## src/shared/config_loader_pkg.sv

```systemverilog
// Constants and types shared by the three-wire configuration loader
package config_loader_pkg;

	localparam int WORD_WIDTH    = 24;
	localparam int CTRL_WIDTH    = 2;
	localparam int LATCH_COUNT   = 4;
	localparam int CTRL_LSB      = 0;
	localparam int MON_SEL_WIDTH = 2;

	localparam logic [WORD_WIDTH-1:0] WORD_RESET = 24'h00_0000;

	// Monitor output source selection codes
	localparam logic [MON_SEL_WIDTH-1:0] MON_SEL_LOCK = 2'h0;
	localparam logic [MON_SEL_WIDTH-1:0] MON_SEL_RF   = 2'h1;
	localparam logic [MON_SEL_WIDTH-1:0] MON_SEL_REF  = 2'h2;
	localparam logic [MON_SEL_WIDTH-1:0] MON_SEL_LOW  = 2'h3;

	typedef logic [WORD_WIDTH-1:0] word_type;

endpackage : config_loader_pkg

```

## src/hdl/pin_sync.sv

```systemverilog
// Two-flop synchroniser for a group of asynchronous pin inputs
`timescale 1ns/100ps
module pin_sync #(
	parameter int WIDTH = 1
) (
	// Clock, reset, enable
	input  wire logic             core_clk,
	input  wire logic             sys_rst,
	input  wire logic             clk_en,
	// Pins in, synchronised out
	input  wire logic [WIDTH-1:0] pin_in,
	output logic      [WIDTH-1:0] pin_sync_out
);

	logic [WIDTH-1:0] meta_reg;

	// First stage read only by the second stage
	always_ff @(posedge core_clk) begin
		if (sys_rst) begin
			meta_reg     <= '0;
			pin_sync_out <= '0;
		end else if (clk_en) begin
			meta_reg     <= pin_in;
			pin_sync_out <= meta_reg;
		end
	end

endmodule : pin_sync

```

## src/hdl/three_wire_config_loader.sv

```systemverilog
// Three-wire write-only configuration port with four latches and monitor mux
`timescale 1ns/100ps
module three_wire_config_loader
#(
	parameter int MON_SEL_LSB = 2,
	parameter int PD_BIT_LSB  = 20,
	parameter int PD_LATCH    = 0
) (
	// Clock, reset, enable
	input  wire logic                      core_clk,
	input  wire logic                      sys_rst,
	input  wire logic                      clk_en,
	// Serial pins from the host
	input  wire logic                      serial_clk,
	input  wire logic                      serial_data,
	input  wire logic                      load_strobe,
	input  wire logic                      chip_enable,
	// Sources for the monitor output
	input  wire logic                      lock_detect,
	input  wire logic                      rf_scaled,
	input  wire logic                      ref_scaled,
	// Outputs
	output logic                           monitor_output,
	output logic                           powered_up,
	output logic                           cp_enable,
	output logic [config_loader_pkg::LATCH_COUNT*config_loader_pkg::WORD_WIDTH-1:0] latch_bus
);

	import config_loader_pkg::*;

	// ********************************************************
	// Pin synchronisation
	// ********************************************************
	localparam int PIN_COUNT = 7;
	logic [PIN_COUNT-1:0] pins_sync;
	logic                 sclk_s;
	logic                 sdata_s;
	logic                 strobe_s;
	logic                 ce_s;
	logic                 lock_s;
	logic                 rf_s;
	logic                 ref_s;

	pin_sync #(
		.WIDTH (PIN_COUNT)
	) pin_sync_inst (
		.core_clk     (core_clk),
		.sys_rst      (sys_rst),
		.clk_en       (clk_en),
		.pin_in       ({ref_scaled, rf_scaled, lock_detect, chip_enable,
		                load_strobe, serial_data, serial_clk}),
		.pin_sync_out (pins_sync)
	);

	localparam int PIN_SCLK   = 0;
	localparam int PIN_SDATA  = 1;
	localparam int PIN_STROBE = 2;
	localparam int PIN_CE     = 3;
	localparam int PIN_LOCK   = 4;
	localparam int PIN_RF     = 5;
	localparam int PIN_REF    = 6;

	assign sclk_s   = pins_sync[PIN_SCLK];
	assign sdata_s  = pins_sync[PIN_SDATA];
	assign strobe_s = pins_sync[PIN_STROBE];
	assign ce_s     = pins_sync[PIN_CE];
	assign lock_s   = pins_sync[PIN_LOCK];
	assign rf_s     = pins_sync[PIN_RF];
	assign ref_s    = pins_sync[PIN_REF];

	// ********************************************************
	// Edge detection
	// ********************************************************
	logic sclk_prev_reg;
	logic strobe_prev_reg;
	logic sclk_rise;
	logic strobe_rise;

	always_ff @(posedge core_clk) begin
		if (sys_rst) begin
			sclk_prev_reg <= 1'b0;
		end else if (clk_en) begin
			sclk_prev_reg <= sclk_s;
		end
	end

	// Both pins idle low, so a low reset value gives no false edge
	always_ff @(posedge core_clk) begin
		if (sys_rst) begin
			strobe_prev_reg <= 1'b0;
		end else if (clk_en) begin
			strobe_prev_reg <= strobe_s;
		end
	end

	assign sclk_rise   = sclk_s & ~sclk_prev_reg;
	assign strobe_rise = strobe_s & ~strobe_prev_reg;

	// ********************************************************
	// Shift register
	// ********************************************************
	word_type shift_reg;
	word_type shift_next;

	always_comb begin
		shift_next = {shift_reg[WORD_WIDTH-2:0], sdata_s};
	end

	// Data is sampled alongside the clock, so host setup time covers the sync delay
	always_ff @(posedge core_clk) begin
		if (sys_rst) begin
			shift_reg <= WORD_RESET;
		end else if (clk_en && sclk_rise) begin
			shift_reg <= shift_next;
		end
	end

	// ********************************************************
	// Latches
	// ********************************************************
	logic [CTRL_WIDTH-1:0] ctrl_sel;
	word_type              latch_reg [LATCH_COUNT];
	word_type              latch_out_reg [LATCH_COUNT];
	logic [LATCH_COUNT-1:0] latch_load;

	assign ctrl_sel = shift_reg[CTRL_LSB +: CTRL_WIDTH];

	generate
		for (genvar i = 0; i < LATCH_COUNT; i++) begin : g_load
			assign latch_load[i] = strobe_rise && (ctrl_sel == CTRL_WIDTH'(i));
		end
	endgenerate

	generate
		for (genvar i = 0; i < LATCH_COUNT; i++) begin : g_latch
			always_ff @(posedge core_clk) begin
				if (sys_rst) begin
					latch_reg[i] <= WORD_RESET;
				end else if (clk_en && latch_load[i]) begin
					latch_reg[i] <= shift_reg;
				end
			end
		end
	endgenerate

	// ********************************************************
	// Latch outputs
	// ********************************************************

	// One cycle of extra latency keeps every output straight off a flop
	generate
		for (genvar i = 0; i < LATCH_COUNT; i++) begin : g_out
			always_ff @(posedge core_clk) begin
				if (sys_rst) begin
					latch_out_reg[i] <= WORD_RESET;
				end else if (clk_en) begin
					latch_out_reg[i] <= latch_reg[i];
				end
			end
			assign latch_bus[i*WORD_WIDTH +: WORD_WIDTH] = latch_out_reg[i];
		end
	endgenerate

	// ********************************************************
	// Power control
	// ********************************************************
	localparam int PD_BIT_WIDTH = 2;
	logic pd_bits_clear;

	// Latched word only steers power when chip enable allows it
	assign pd_bits_clear = (latch_reg[PD_LATCH][PD_BIT_LSB +: PD_BIT_WIDTH] == '0);

	always_ff @(posedge core_clk) begin
		if (sys_rst) begin
			powered_up <= 1'b0;
		end else if (clk_en) begin
			powered_up <= ce_s & pd_bits_clear;
		end
	end

	// ********************************************************
	// Charge pump enable
	// ********************************************************
	always_ff @(posedge core_clk) begin
		if (sys_rst) begin
			cp_enable <= 1'b0;
		end else if (clk_en) begin
			cp_enable <= ce_s & pd_bits_clear;
		end
	end

	// ********************************************************
	// Monitor output
	// ********************************************************
	logic [MON_SEL_WIDTH-1:0] mon_sel;
	logic                     monitor_next;

	assign mon_sel = latch_reg[PD_LATCH][MON_SEL_LSB +: MON_SEL_WIDTH];

	// Scaled clocks pass through sync, so only slow sources survive intact
	always_comb begin
		case (mon_sel)
			MON_SEL_LOCK: monitor_next = lock_s;
			MON_SEL_RF:   monitor_next = rf_s;
			MON_SEL_REF:  monitor_next = ref_s;
			MON_SEL_LOW:  monitor_next = 1'b0;
			default:      monitor_next = 1'b0;
		endcase
	end

	always_ff @(posedge core_clk) begin
		if (sys_rst) begin
			monitor_output <= 1'b0;
		end else if (clk_en) begin
			monitor_output <= monitor_next;
		end
	end

endmodule : three_wire_config_loader

```

## config.mk

```make
export PLATFORM = sky130hd
export DESIGN_NAME = three_wire_config_loader
export DESIGN_NICKNAME = d
export VERILOG_FILES = /design/src/shared/config_loader_pkg.sv /design/src/hdl/pin_sync.sv /design/src/hdl/three_wire_config_loader.sv
export SDC_FILE = /design/constraint.sdc
export NUM_CORES = 1
export LEC_CHECK = 0
export BUFFER_PORTS_ARGS = -buffer_cell sky130_fd_sc_hd__buf_2
export CORE_MARGIN = 4
export CORE_UTILIZATION = 45
export CTS_BUF_LIST = sky130_fd_sc_hd__clkbuf_2 sky130_fd_sc_hd__clkbuf_4 sky130_fd_sc_hd__clkbuf_8
export CTS_CLUSTER_SIZE = 14
export DETAILED_ROUTE_END_ITERATION = 7
export PLACE_DENSITY = 0.76
export SKIP_CTS_REPAIR_TIMING = 1
export SKIP_LAST_GASP = 1
export SYNTH_ARGS = -nofsm -noshare
export SYNTH_HDL_FRONTEND = slang
export SYNTH_SLANG_ARGS = --single-unit
```

## constraint.sdc

```tcl
create_clock -name core_clk -period 6.9 [get_ports core_clk]
set_clock_uncertainty 0.1 [all_clocks]
set_input_delay 2.07 -clock core_clk [delete_from_list [all_inputs] [get_ports core_clk]]
set_output_delay 2.07 -clock core_clk [all_outputs]
set_load 0.02 [all_outputs]
```

==> flow_summary.toml <==
[placed_design]
gp_congestion = 0.715
dpl.hpwl_um = 9450
dpl_cell_area_mm2 = 0.00940
dp_cells = 901
port_buffers = 108
place_ws_ps = 2180

[routing]
dr.pass1.iters = 4
wirelength_um = 15500
vias_per_cell = 4.78
num_vias = 4611
drc_errors = 0
wl_per_cell_um = 16.0
ant_nets = 0
drt_iter0_drc = 376

[outcome]
outcome = "completed"

[timing]
setup_violations = 0
fin_ws_ps = 2710
rsz0062_at_grt = "false"
hold_slack_ps = 354
fmax_mhz = 239
max_slew_margin_pct = 13.0
slew_violations = 0
worstMarginPinSlew_ps = 1300
finalHoldViolCount = 0
layout_min_cycle_time_ps = 4190
fin_crit_sh_pct = 60.7
tns_ps = 0

[worst_hold_path]
hold_path_class = "flip-flop to flip-flop"

[yosys]
synth_edf_count = 192
yosysWarnings = 0
synth.most_common_cell = "edfxtp_1"
ys_ff_latch = 234
ys_seq_area_share_pct = 76.6
synth.area.top_cells = "edfxtp_1 (67%), and2_1 (13%), dfxtp_1 (9.7%)"
synth_area_mm2 = 0.00863
async_flop_share_pct = 0
netlist_instances = 583
synth.avg_cell_area_um2 = 14.8
synth_top_area_share_pct = 66.8
yosys_most_used_dff = "edfxtp_1"
synthTopCellsByCount = "edfxtp_1 (192), and2_1 (184), nand2_1 (49), dfxtp_1 (42), a21oi_1 (25)"
ys_types = 27
synth_top_cell_by_area = "edfxtp_1"

[run]
maxCapViolations = 0

[power_and_ir_drop]
p_switching_mw = 0.626
p_leak_nw = 4.03
pwr-share-clk_pct = 38.0
p_int_mw = 2.22
fin_total_pwr_mw = 2.85
sequentialPowerShare_pct = 56.6
p_sw_share_pct = 22.0
p_per_area_mw_per_mm2 = 283
comb_power_share_pct = 5.4
vdd_ir_drop_max_v = 0.000147

[cts]
path_clk_slew_ps = 60
h-tree-depth = 2
clk_latency_ps = 520
numCtsBuffers = 36
root_buffer = "clkbuf_8"
clock-sinks = 234
cts_tree = "yes"
clk_path_buf_depth = 3

[worst_setup_path]
crit_arrival_ps = 4250
crit_chain = "buf_2 > or2_4 > buf_4"
critPathMaxFanout = 67
startpoint_type = "input port"
worst-setup-path-type = "input port to flip-flop"
required_ps = 6960
end_kind = "flip-flop"
max_stage_delay_ps = 890
path_buf_inv = 2
path_delay_family = "buffers and inverters"
critPathSlowestCell = "or2_4"
rrSetupSlack_ps = 4690

[die]
die_w_um = 146
initial_core_util_pct = 46.0
boundaryPins = 109
coreArea_mm2 = 0.0188
die_area_mm2 = 0.0215
die_y_um = 146
num_rows = 50

[grt]
grt_max_degree = 68
track_usage_pct = 14.3
grt_antenna_before_repair = 0
globalRouteOverflowTotal = 0
grt_pass1_wl_um = 24300
grt_pass1_vias = 4480

[final_layout]
n_antenna_cell = 0
final_util_pct = 53.7
area_growth_pct = 16.8
nets = 715
stdcell_area_mm2 = 0.0101
drive_gt1_share_pct = 24.9
stdcell_count = 965
[layout make-up]
cell class                      instances  area, um2
Clock buffer                           54        631
Clock inverter                         10       47.5
Tap cell                              234        293
Multi-Input combinational cell        318       1910
Sequential cell                       234       6610
Fill cell                            1514       8690
Timing Repair Buffer                  114        586
Inverter                                1       3.75
[layout by cell type (no fill, tap or decap), types with 6 or more instances in the layout]
master    count
a21oi_1      25
and2_1      184
buf_2       108
buf_4         6
clkbuf_4     18
clkbuf_8     36
clkinv_1      7
dfxtp_1      42
edfxtp_1    192
mux2i_1      17
nand2_1      49
nor2_1       18
[worst register-to-register path: stages, from the launching register on]
cell	delay, ps
dfxtp_1	320
nand3b_1	300
nor3_2	1080
and2_1	270
[cell families after synthesis]
| group | after synthesis | synth area share (%) |
|---|---|---|
| other | 1 | 0.0435 |
| AND/OR/NAND/NOR | 266 | 17.6 |
| multiplexers | 17 | 1.97 |
| flip-flops | 234 | 76.6 |
| buffers and inverters | 34 | 1.78 |
| AO/OA/AOI/OAI | 31 | 1.99 |
[path summary, 6_finish.rpt]
| check | endpoint | depth (start not counted) | from |
|---|---|---|---|
| worst max-delay path | latch_out_reg[3][2] | 3 | sys_rst |
| worst min-delay path | shift_reg[0] | 2 | pin_sync_inst.pin_sync_out[1] |
| worst max register to register | latch_reg[1][38] | 3 | strobe_prev_reg |
| worst min register to register | shift_reg[0] | 2 | pin_sync_inst.pin_sync_out[1] |
[power by group through the flow]
stage,registers (mW),logic (mW),clock network [mW]
2_1_floorplan,1.69,0.0521,0
3_3_place_gp,1.64,0.154,0
3_5_place_dp,1.64,0.157,0
4_1_cts,1.61,0.157,1.10
5_1_grt,1.62,0.166,1.18
6_report,1.61,0.154,1.08
[routing by layer]
metal  GRT usage, %  share of wire (%)
met1           19.0                 43
met2           23.4                 49
met3           3.26                6.0
met4           5.08                2.4
met5              0                  0
No activity file was read; power rests on OpenSTA's default activity.
